--- src/rtl/tcid_pkg.sv ---
// shared constants for the trace capability id register, bank four
package tcid_pkg;

   // system-register read encoding that selects this register
   localparam logic [1:0] TCID_SEL_OP0 = 2'h2;
   localparam logic [2:0] TCID_SEL_OP1 = 3'h1;
   localparam logic [3:0] TCID_SEL_CRN = 4'h0;
   localparam logic [3:0] TCID_SEL_CRM = 4'hC;
   localparam logic [2:0] TCID_SEL_OP2 = 3'h7;

   // privilege level codes
   localparam logic [1:0] TCID_LEVEL0 = 2'h0;
   localparam logic [1:0] TCID_LEVEL1 = 2'h1;
   localparam logic [1:0] TCID_LEVEL2 = 2'h2;
   localparam logic [1:0] TCID_LEVEL3 = 2'h3;

   // exception class carried by every trap from this access
   localparam logic [5:0] TCID_EXC_CLASS = 6'h18;

   // field positions inside the 64-bit value
   localparam int TCID_VMID_LSB = 28;
   localparam int TCID_CIDC_LSB = 24;
   localparam int TCID_SSCC_LSB = 20;
   localparam int TCID_RSPAIR_LSB = 16;
   localparam int TCID_PC_LSB = 12;
   localparam int TCID_RSV_LSB = 9;
   localparam int TCID_DAC_BIT = 8;
   localparam int TCID_DVC_LSB = 4;
   localparam int TCID_ACPAIR_LSB = 0;

   // fixed field values (reset value equals these, nothing is writable)
   localparam logic [3:0] TCID_VMID_VAL = 4'h1;
   localparam logic [3:0] TCID_CIDC_VAL = 4'h1;
   localparam logic [3:0] TCID_SSCC_VAL = 4'h1;
   localparam logic [3:0] TCID_RSPAIR_VAL = 4'h7;
   localparam logic [3:0] TCID_PC_VAL = 4'h0;
   localparam logic [2:0] TCID_RSV_VAL = 3'h0;
   localparam logic [0:0] TCID_DAC_VAL = 1'h0;
   localparam logic [3:0] TCID_DVC_VAL = 4'h0;
   localparam logic [3:0] TCID_ACPAIR_VAL = 4'h4;
   localparam logic [31:0] TCID_UPPER_VAL = 32'h0000_0000;

   // outcome of one read attempt, one-hot
   typedef enum logic [3:0] {
      TCID_OUT_NONE = 4'b0001,
      TCID_OUT_RETURN = 4'b0010,
      TCID_OUT_UNDEF = 4'b0100,
      TCID_OUT_TRAP = 4'b1000
   } tcid_outcome_type;

endpackage

--- src/rtl/tcid_access_if.sv ---
`timescale 1ns/1ps
`default_nettype none
// request fields and access decision between the top and the checker
interface tcid_access_if;
   import tcid_pkg::*;
   logic [1:0] op0;
   logic [2:0] op1;
   logic [3:0] crn;
   logic [3:0] crm;
   logic [2:0] op2;
   logic [1:0] level;
   logic el2Enabled;
   logic l1Trap;
   logic l2Trap;
   logic l3Trap;
   logic fineTrapEnable;
   logic idReadFineTrap;
   tcid_outcome_type outcome;
   logic [1:0] trapLevel;

   modport checker_side (
      input op0, op1, crn, crm, op2, level, el2Enabled,
      input l1Trap, l2Trap, l3Trap, fineTrapEnable, idReadFineTrap,
      output outcome, trapLevel
   );
   modport core_side (
      output op0, op1, crn, crm, op2, level, el2Enabled,
      output l1Trap, l2Trap, l3Trap, fineTrapEnable, idReadFineTrap,
      input outcome, trapLevel
   );
endinterface
`default_nettype wire

--- src/rtl/tcid_trace_capability_id_reg4.sv ---
// What this block does
// - bits 31:28 read one vmid comparator
// - bits 27:24 read one context comparator
// - bits 23:20 read one single-shot control
// - bits 19:16 read 0111, eight selector pairs
// - bits 15:12 read zero pe inputs
// - bit 8 reads zero, no address compare
// - bits 7:4 read zero value comparators
// - bits 3:0 read four address pairs
// - selected by the fixed read encoding
// - level 0 read is undefined, no data
// - level 1 trap bit traps to 1
// - level 1 then level-2 bit traps to 2, with level 2 enabled
// - fine-grained id trap also goes to 2, with level 2 enabled
// - else level-3 bit traps to 3, else return
// - level 2 checks level-2 then level-3 bits
// - level 3 traps on level-3 bit, else return
// - every trap carries class 0x18
`timescale 1ns/1ps
`default_nettype none
module tcid_trace_capability_id_reg4
   import tcid_pkg::*;
(
   input wire logic clk,
   input wire logic rstn,
   input wire logic readReq,
   input wire logic [1:0] op0,
   input wire logic [2:0] op1,
   input wire logic [3:0] crn,
   input wire logic [3:0] crm,
   input wire logic [2:0] op2,
   input wire logic [1:0] currentPrivilegeLevel,
   input wire logic el2Enabled,
   input wire logic level1TraceAccessTrap,
   input wire logic level2TraceAccessTrap,
   input wire logic level3TraceAccessTrap,
   input wire logic fineGrainedTrapEnable,
   input wire logic traceIdReadFineTrap,
   output logic respValid,
   output logic respReturn,
   output logic respUndefined,
   output logic respTrap,
   output logic [1:0] respTrapLevel,
   output logic [5:0] respExcClass,
   output logic [63:0] readData
);

   // the fixed register value; no write path exists, so it cannot change
   // reset has nothing to do here: the value is wired, not stored
   wire logic [63:0] traceCapabilityIdFour = {
      TCID_UPPER_VAL,
      TCID_VMID_VAL,
      TCID_CIDC_VAL,
      TCID_SSCC_VAL,
      TCID_RSPAIR_VAL,
      TCID_PC_VAL,
      TCID_RSV_VAL,
      TCID_DAC_VAL,
      TCID_DVC_VAL,
      TCID_ACPAIR_VAL
   };

   // carrier to the decision logic
   // the decision is combinational; only the answer is registered
   tcid_access_if acc ();

   // request fields go straight to the checker; they share this clock
   assign acc.op0 = op0;
   assign acc.op1 = op1;
   assign acc.crn = crn;
   assign acc.crm = crm;
   assign acc.op2 = op2;
   assign acc.level = currentPrivilegeLevel;
   assign acc.el2Enabled = el2Enabled;
   assign acc.l1Trap = level1TraceAccessTrap;
   assign acc.l2Trap = level2TraceAccessTrap;
   assign acc.l3Trap = level3TraceAccessTrap;
   assign acc.fineTrapEnable = fineGrainedTrapEnable;
   assign acc.idReadFineTrap = traceIdReadFineTrap;

   // privilege and trap decision
   tcid_access_check u_tcid_access_check (
      .acc(acc.checker_side)
   );

   // decoded outcome of the request in this cycle
   wire logic takeReq = readReq && (acc.outcome != TCID_OUT_NONE);
   wire logic isReturn = (acc.outcome == TCID_OUT_RETURN);
   wire logic isUndef = (acc.outcome == TCID_OUT_UNDEF);
   wire logic isTrap = (acc.outcome == TCID_OUT_TRAP);

   // next values of the answer registers
   logic respValid_reg;
   logic respReturn_reg;
   logic respUndefined_reg;
   logic respTrap_reg;
   logic [1:0] respTrapLevel_reg;
   logic [5:0] respExcClass_reg;
   logic [63:0] readData_reg;
   wire logic respValid_next = takeReq;
   wire logic respReturn_next = takeReq && isReturn;
   wire logic respUndefined_next = takeReq && isUndef;
   wire logic respTrap_next = takeReq && isTrap;
   wire logic [1:0] respTrapLevel_next = (takeReq && isTrap) ? acc.trapLevel : TCID_LEVEL0;
   // one class for all trap targets
   wire logic [5:0] respExcClass_next = (takeReq && isTrap) ? TCID_EXC_CLASS : 6'h00;
   // data only leaves on a permitted read; undefined and trapped reads show zero
   // zero rather than the last value, so nothing leaks into a trapped read
   wire logic [63:0] readData_next = (takeReq && isReturn) ? traceCapabilityIdFour :
      64'h0000_0000_0000_0000;

   // answer registers: one-cycle pulse after the request edge
   // reset is synchronous, so the pulse flags clear on the first low edge
   always_ff @(posedge clk) begin
      if (!rstn) begin
         respValid_reg <= 1'b0;
         respReturn_reg <= 1'b0;
         respUndefined_reg <= 1'b0;
         respTrap_reg <= 1'b0;
      end else begin
         respValid_reg <= respValid_next;
         respReturn_reg <= respReturn_next;
         respUndefined_reg <= respUndefined_next;
         respTrap_reg <= respTrap_next;
      end
   end

   // answer payload registers, cleared outside an answer
   always_ff @(posedge clk) begin
      if (!rstn) begin
         respTrapLevel_reg <= TCID_LEVEL0;
         respExcClass_reg <= 6'h00;
         readData_reg <= 64'h0000_0000_0000_0000;
      end else begin
         respTrapLevel_reg <= respTrapLevel_next;
         respExcClass_reg <= respExcClass_next;
         readData_reg <= readData_next;
      end
   end

   // outputs come straight from flip-flops
   assign respValid = respValid_reg;
   assign respReturn = respReturn_reg;
   assign respUndefined = respUndefined_reg;
   assign respTrap = respTrap_reg;
   assign respTrapLevel = respTrapLevel_reg;
   assign respExcClass = respExcClass_reg;
   assign readData = readData_reg;

   // shorthand for a selected read request
   // decoded again here apart from the checker, so a slip there shows up
   wire logic selReq = readReq && (op0 == TCID_SEL_OP0) && (op1 == TCID_SEL_OP1) &&
      (crn == TCID_SEL_CRN) && (crm == TCID_SEL_CRM) && (op2 == TCID_SEL_OP2);
endmodule // tcid_trace_capability_id_reg4
`default_nettype wire

--- src/rtl/tcid_access_check.sv ---
`timescale 1ns/1ps
`default_nettype none
// combinational privilege and trap decision for one read attempt
module tcid_access_check
   import tcid_pkg::*;
(
   tcid_access_if.checker_side acc
);
   // encoding match
   wire logic hit = (acc.op0 == TCID_SEL_OP0) && (acc.op1 == TCID_SEL_OP1) &&
      (acc.crn == TCID_SEL_CRN) && (acc.crm == TCID_SEL_CRM) &&
      (acc.op2 == TCID_SEL_OP2);
   // level decode
   wire logic atL0 = (acc.level == TCID_LEVEL0);
   wire logic atL1 = (acc.level == TCID_LEVEL1);
   wire logic atL2 = (acc.level == TCID_LEVEL2);
   wire logic atL3 = (acc.level == TCID_LEVEL3);
   // level-2 cause at level 1: coarse bit first, then fine-grained path
   wire logic l1ToL2Cause = acc.el2Enabled &&
      (acc.l2Trap || (acc.fineTrapEnable && acc.idReadFineTrap));
   // per-level trap conditions in priority order
   wire logic trapTo1 = atL1 && acc.l1Trap;
   wire logic trapTo2 = (atL1 && !acc.l1Trap && l1ToL2Cause) ||
      (atL2 && acc.l2Trap);
   wire logic trapTo3 = (atL1 && !acc.l1Trap && !l1ToL2Cause && acc.l3Trap) ||
      (atL2 && !acc.l2Trap && acc.l3Trap) || (atL3 && acc.l3Trap);

   // level 0 never reaches the trap checks
   assign acc.outcome = !hit ? TCID_OUT_NONE :
      atL0 ? TCID_OUT_UNDEF :
      (trapTo1 || trapTo2 || trapTo3) ? TCID_OUT_TRAP : TCID_OUT_RETURN;
   assign acc.trapLevel = trapTo1 ? TCID_LEVEL1 : trapTo2 ? TCID_LEVEL2 :
      trapTo3 ? TCID_LEVEL3 : TCID_LEVEL0;
endmodule // tcid_access_check
`default_nettype wire

--- config.mk ---
export PLATFORM = sky130hd
export DESIGN_NAME = tcid_trace_capability_id_reg4
export DESIGN_NICKNAME = d
export VERILOG_FILES = /design/src/rtl/tcid_pkg.sv /design/src/rtl/tcid_access_if.sv /design/src/rtl/tcid_trace_capability_id_reg4.sv /design/src/rtl/tcid_access_check.sv
export SDC_FILE = /design/constraint.sdc
export NUM_CORES = 1
export LEC_CHECK = 0
export BUFFER_PORTS_ARGS = -buffer_cell sky130_fd_sc_hd__clkbuf_2
export CAP_MARGIN = 20
export CORE_ASPECT_RATIO = 1.75
export CORE_MARGIN = 2
export CORE_UTILIZATION = 33
export CTS_CLUSTER_DIAMETER = 100
export DETAILED_ROUTE_END_ITERATION = 8
export PLACE_DENSITY = 0.81
export SYNTH_ARGS = -nofsm -noshare
export SYNTH_HDL_FRONTEND = slang
export SYNTH_SLANG_ARGS = --single-unit
--- constraint.sdc ---
create_clock -name clk -period 1.4 [get_ports clk]
set_input_delay 0.14 -clock clk [delete_from_list [all_inputs] [get_ports clk]]
set_output_delay 0.14 -clock clk [all_outputs]
set_load 0.01 [all_outputs]
# Yosys cells after proc, flatten, opt, wreduce, memory -nomap -nowiden

Cells that the tools add are included.

Input bits: 27
Bits in registers: 76

Reduce and logical (&&, ||, !) cells: 32
Bitwise operators: 2
Eq/ne operators: 11
Mux-type cells: 8

Operator list:

| operator                                               | number |
|---|---|
| 2-to-1 mux 29 bit                                      | 1 |
| logical AND 1 bit                                      | 19 |
| 2-to-1 mux 4 bit                                       | 3 |
| equality test 4 bit (second input constant)            | 2 |
| equality test 2 bit (second input constant)            | 3 |
| logical OR 1 bit                                       | 6 |
| 2-to-1 mux 5 bit                                       | 1 |
| equality test 4 x 2 -> 1 bit (second input constant)   | 1 |
| equality test 4 x 3 -> 1 bit (second input constant)   | 1 |
| zero test 4 bit                                        | 1 |
| 2-to-1 mux 2 bit                                       | 2 |
| inequality test 4 x 1 -> 1 bit (second input constant) | 1 |
| equality test 3 x 1 -> 1 bit (second input constant)   | 1 |
| equality test 3 bit (second input constant)            | 1 |
| zero test 1 bit                                        | 3 |
| OR reduction 3 bit                                     | 1 |
| equality test 2 x 1 -> 1 bit (second input constant)   | 1 |
| zero test 2 bit                                        | 1 |
| NOT 1 bit                                              | 2 |
| AND reduction 2 bit                                    | 1 |
| 2-to-1 mux 1 bit                                       | 1 |

# Logic depth before layout (Yosys ltp)

Depth after elaboration: 17
Depth in mapped cells: 4

# Modules after synthesis

Synthesis repeated with hierarchy kept, for this count alone.

Cells, all modules: 110
Area, all modules: 900.9 um^2

By module, submodules not included:

| module                        | area each (um^2) | sequential area each (um^2) | cells an instance | times used |
|---|---|---|---|---|
| tcid_trace_capability_id_reg4 | 738.2            | 120.1                       | 88                | 1 |
| tcid_access_check             | 162.7            | 0.0                         | 22                | 1 |

# Least setup slack after synthesis

OpenSTA, ideal clock, no wires.

Kind: input to register
From: input currentPrivilegeLevel[1]
To: register readData_reg[24], in the netlist readData[24]
Setup slack: 0.305 ns
Data arrival time: 0.992 ns
Stages: 4
Buffers on the path: 1
Cell sequence: buf_6 -> a211o_1 -> or2_1 -> a2111oi_2

Cells in the longest elaborated chain, start to end: 14

Ends and longest elaborated chain:

| element                         | line                                             | text |
|---|---|---|
| start, declared                 | tcid_trace_capability_id_reg4.sv:32              | `input wire logic [1:0] currentPrivilegeLevel,` |
| equality test 2 x 1 -> 1 bit    | tcid_access_check.sv:15                          | `wire logic atL1 = (acc.level == TCID_LEVEL1);` |
| logical AND 1 bit               | tcid_access_check.sv:23, tcid_access_check.sv:25 |  |
| logical AND 1 bit (2 in series) | tcid_access_check.sv:25                          | `wire logic trapTo3 = (atL1 && !acc.l1Trap && !l1ToL2Cause && acc.l3Trap) \|\|` |
| logical OR 1 bit                | tcid_access_check.sv:25                          |  |
| logical OR 1 bit                | tcid_access_check.sv:26                          | `(atL2 && !acc.l2Trap && acc.l3Trap) \|\| (atL3 && acc.l3Trap);` |
| logical OR 1 bit                | tcid_access_check.sv:31                          | `(trapTo1 \|\| trapTo2 \|\| trapTo3) ? TCID_OUT_TRAP : TCID_OUT_RETURN;` |
| 2-to-1 mux 4 bit                | tcid_access_check.sv:31                          |  |
| 2-to-1 mux 4 bit (*)            | tcid_access_check.sv:30                          | `atL0 ? TCID_OUT_UNDEF :` |
| 2-to-1 mux 4 bit (*)            | tcid_access_check.sv:29                          | `assign acc.outcome = !hit ? TCID_OUT_NONE :` |
| inequality test 4 x 1 -> 1 bit  | tcid_trace_capability_id_reg4.sv:87              | `wire logic takeReq = readReq && (acc.outcome != TCID_OUT_NONE);` |
| logical AND 1 bit               | tcid_trace_capability_id_reg4.sv:87              |  |
| logical AND 1 bit (*)           | tcid_trace_capability_id_reg4.sv:109             | `wire logic [63:0] readData_next = (takeReq && isReturn) ? traceCapabilityIdFour :` |
| 2-to-1 mux 29 bit (*)           | tcid_trace_capability_id_reg4.sv:109             |  |
| end signal, assigned            | tcid_trace_capability_id_reg4.sv:137             | `readData_reg <= readData_next;` |
| end, declared                   | tcid_trace_capability_id_reg4.sv:99              | `logic [63:0] readData_reg;` |

Mark *: on every way between the ends. The rest lies on a longest branch, timed or not.
A chain may end at the register's enable or synchronous reset.

# Final worst setup path

From: register readData_reg[24], in the netlist readData[24]
To: output readData[24]

RTL lines:

| element       | line                                | text |
|---|---|---|
| end, declared | tcid_trace_capability_id_reg4.sv:45 | `output logic [63:0] readData` |

No word-level cell between the ends.

==> metrics.yaml <==
detailed_routing:
  via_per_inst: 3.721
  finalWirelength_um: 1288
  drt-pass1-iter-count: 3
  drtAntennaViolNets: 0
  first_iter_violations: 5
  drt-wirelength-per-cell_um: 7.806
  drc: 0
  num_vias: 614
yosys:
  ys_top_cells_by_area: "buf_4 61%, dfxtp_1 14%, nor4_1 2.9%"
  synthArstFlopShare_pct: 0
  netlist_area_um2: 863.3
  yosys_register_bits: 6
  synthCells: 106
  ys_warn_count: 0
  yosysSeqAreaShare_pct: 13.91
  synth_edf_count: 0
  synth_top_area_share_pct: 60.87
  yosysTopAreaCell: "buf_4"
  synth.distinct_cells: 24
  synth.avg_cell_area_um2: 8.145
  ys.flop_type: "dfxtp_1"
critical_path:
  path_cells: "clkbuf_2"
  critical_path.startpoint: "readData[24]"
  cpMaxStageDelayCell: "dfxtp_1"
  crit_buf_inv: 1
  cp.arrival_ps: 860
  crit_family: "flip-flops"
  cp-start-kind: "register"
  slowest_delay_ps: 450
  worstSetupEndpointType: "output port"
  path_class: "reg2out"
  worstPathMaxFanout: 8
  cp-endpoint: "readData[24]"
  crit_cells: 1
  crit_required_ps: 1260
power:
  vdd_drop_max_v: 0.0003847
  power.leakage_nw: 0.5046
  clkPwrFrac_pct: 45.0
  p_int_mw: 0.3981
  p_sw_mw: 0.1785
  total_power_mw: 0.5767
  pwr-share-comb_pct: 25.2
  seqPwrFrac_pct: 29.8
  power_density_mw_per_mm2: 694.1
  sw_frac_of_total_pct: 30.96
clock_network:
  cts_tree: "built"
  clock-sinks: 6
  path_clk_slew_ps: 30
  holdBufCountCts: 0
  post_cts_buffers: 0
  htree_levels: 1
  cts_resized: 0
  cts_root_buf: "clkbuf_8"
  cts_buffers: 3
  clk_path_buf_depth: 2
layout:
  layout_commonest_cell: "conb_1"
  num_antenna_cells: 0
  layout.nets: 168
  mostFrequentLayoutCells: "61 x conb_1, 41 x clkbuf_2, 6 x dfxtp_1, 4 x nor4_1"
  largest_register_ffs: 2
  drive_gt1_share_pct: 33.81
  area.growth.synth_to_final_pct: -3.768
  fill_cells: 272
outcome:
  status: "finished clean"
floorplanning:
  fp.coreArea_mm2: 0.002492
  die-area_mm2: 0.003057
  dieHeight_um: 71.66
  start_util_pct: 34.64
  die_w_um: 42.67
  rows: 24
  num_io_pins: 103
placement:
  gp_congestion: 0.6776
  io_buffer_count: 41
  dpl.hpwl_um: 1226
hold_path:
  hold_start: "currentPrivilegeLevel[0]"
  hold_path.class: "in2reg"
sta:
  final.min_clock_period_ps: 995.8
  hold-worst-slack_ps: 187.4
  hold_viol: 0
  max_freq_mhz: 1004
  slew_violations: 0
  rsz0062_at_grt: "false"
  fin_crit_sh_pct: 71.13
  setup_viol: 0
  fin_tns_setup_ps: 0
global_route:
  antenna_found_initial: 0
  grt_pass1_wl_um: 1718
  grt_overflow_total: 0
  grt_pass1_vias: 452
  grt_max_degree: 11
  grt_use_total_pct: 7.503
run:
  cap_violations: 0
==> power groups by stage <==
stage | clock, mW | sequential (mW) | combinational (mW)
global route | 0.279 | 0.172 | 0.161
floorplan | 0 | 0.174 | 0.228
finish | 0.259 | 0.172 | 0.145
CTS | 0.264 | 0.172 | 0.142
global placement | 0 | 0.174 | 0.140
detailed placement | 0 | 0.174 | 0.141
==> area by class of cell <==
class,count,area (um^2),share of cell area [%]
Multi-Input combinational cell,88,427.9,51.51
Timing Repair Buffer,41,205.2,24.70
Sequential cell,6,120.1,14.46
Clock buffer,3,41.29,4.970
Tap cell,26,32.53,3.916
Inverter,1,3.754,0.4518
==> cell families (layout without fill, tap and decap cells) <==
kind of cell	count (synthesis)	in the layout	share of synthesized area (%)
AOI/OAI and AO/OA	8	8	7.827
buffers and inverters	72	45	62.61
DFF	6	6	13.91
other	1	61	0.4344
and+or+nand+nor	19	19	15.22
==> synthesized netlist by cell type (all sizes together) (2+ instances only) <==
master	instances
nor4bb	2
and3b	2
a2111oi	2
nor4	4
buf	71
nand3b	2
dfxtp	6
nor2	3
==> worst min path at each step <==
stage	to	slack (ps)	cells past startpoint
finish	respUndefined	190	2
global route	respUndefined	200	2
CTS	respUndefined	180	2
detailed placement	respUndefined	410	2
global placement	respUndefined	410	2
floorplan	respUndefined	220	1
==> layer usage <==
layer,wire length [um],track usage [%]
met3,210,1.511
met1,295,5.675
met2,750,14.81
met4,32,6.250
met5,0,0
==> stage by stage <==
step	std cells	setup slack, ps	utilization, %	instance area [um^2]
2_1_floorplan	166	304.8	-	1089
3_3_place_gp	162	200.3	31.68	789.5
3_5_place_dp	162	195.6	31.68	789.5
4_1_cts	165	362.8	33.33	830.8
5_1_grt	165	247.4	33.33	830.8
6_report	165	404.2	33.33	830.8
(Power assumes the default switching activity.)
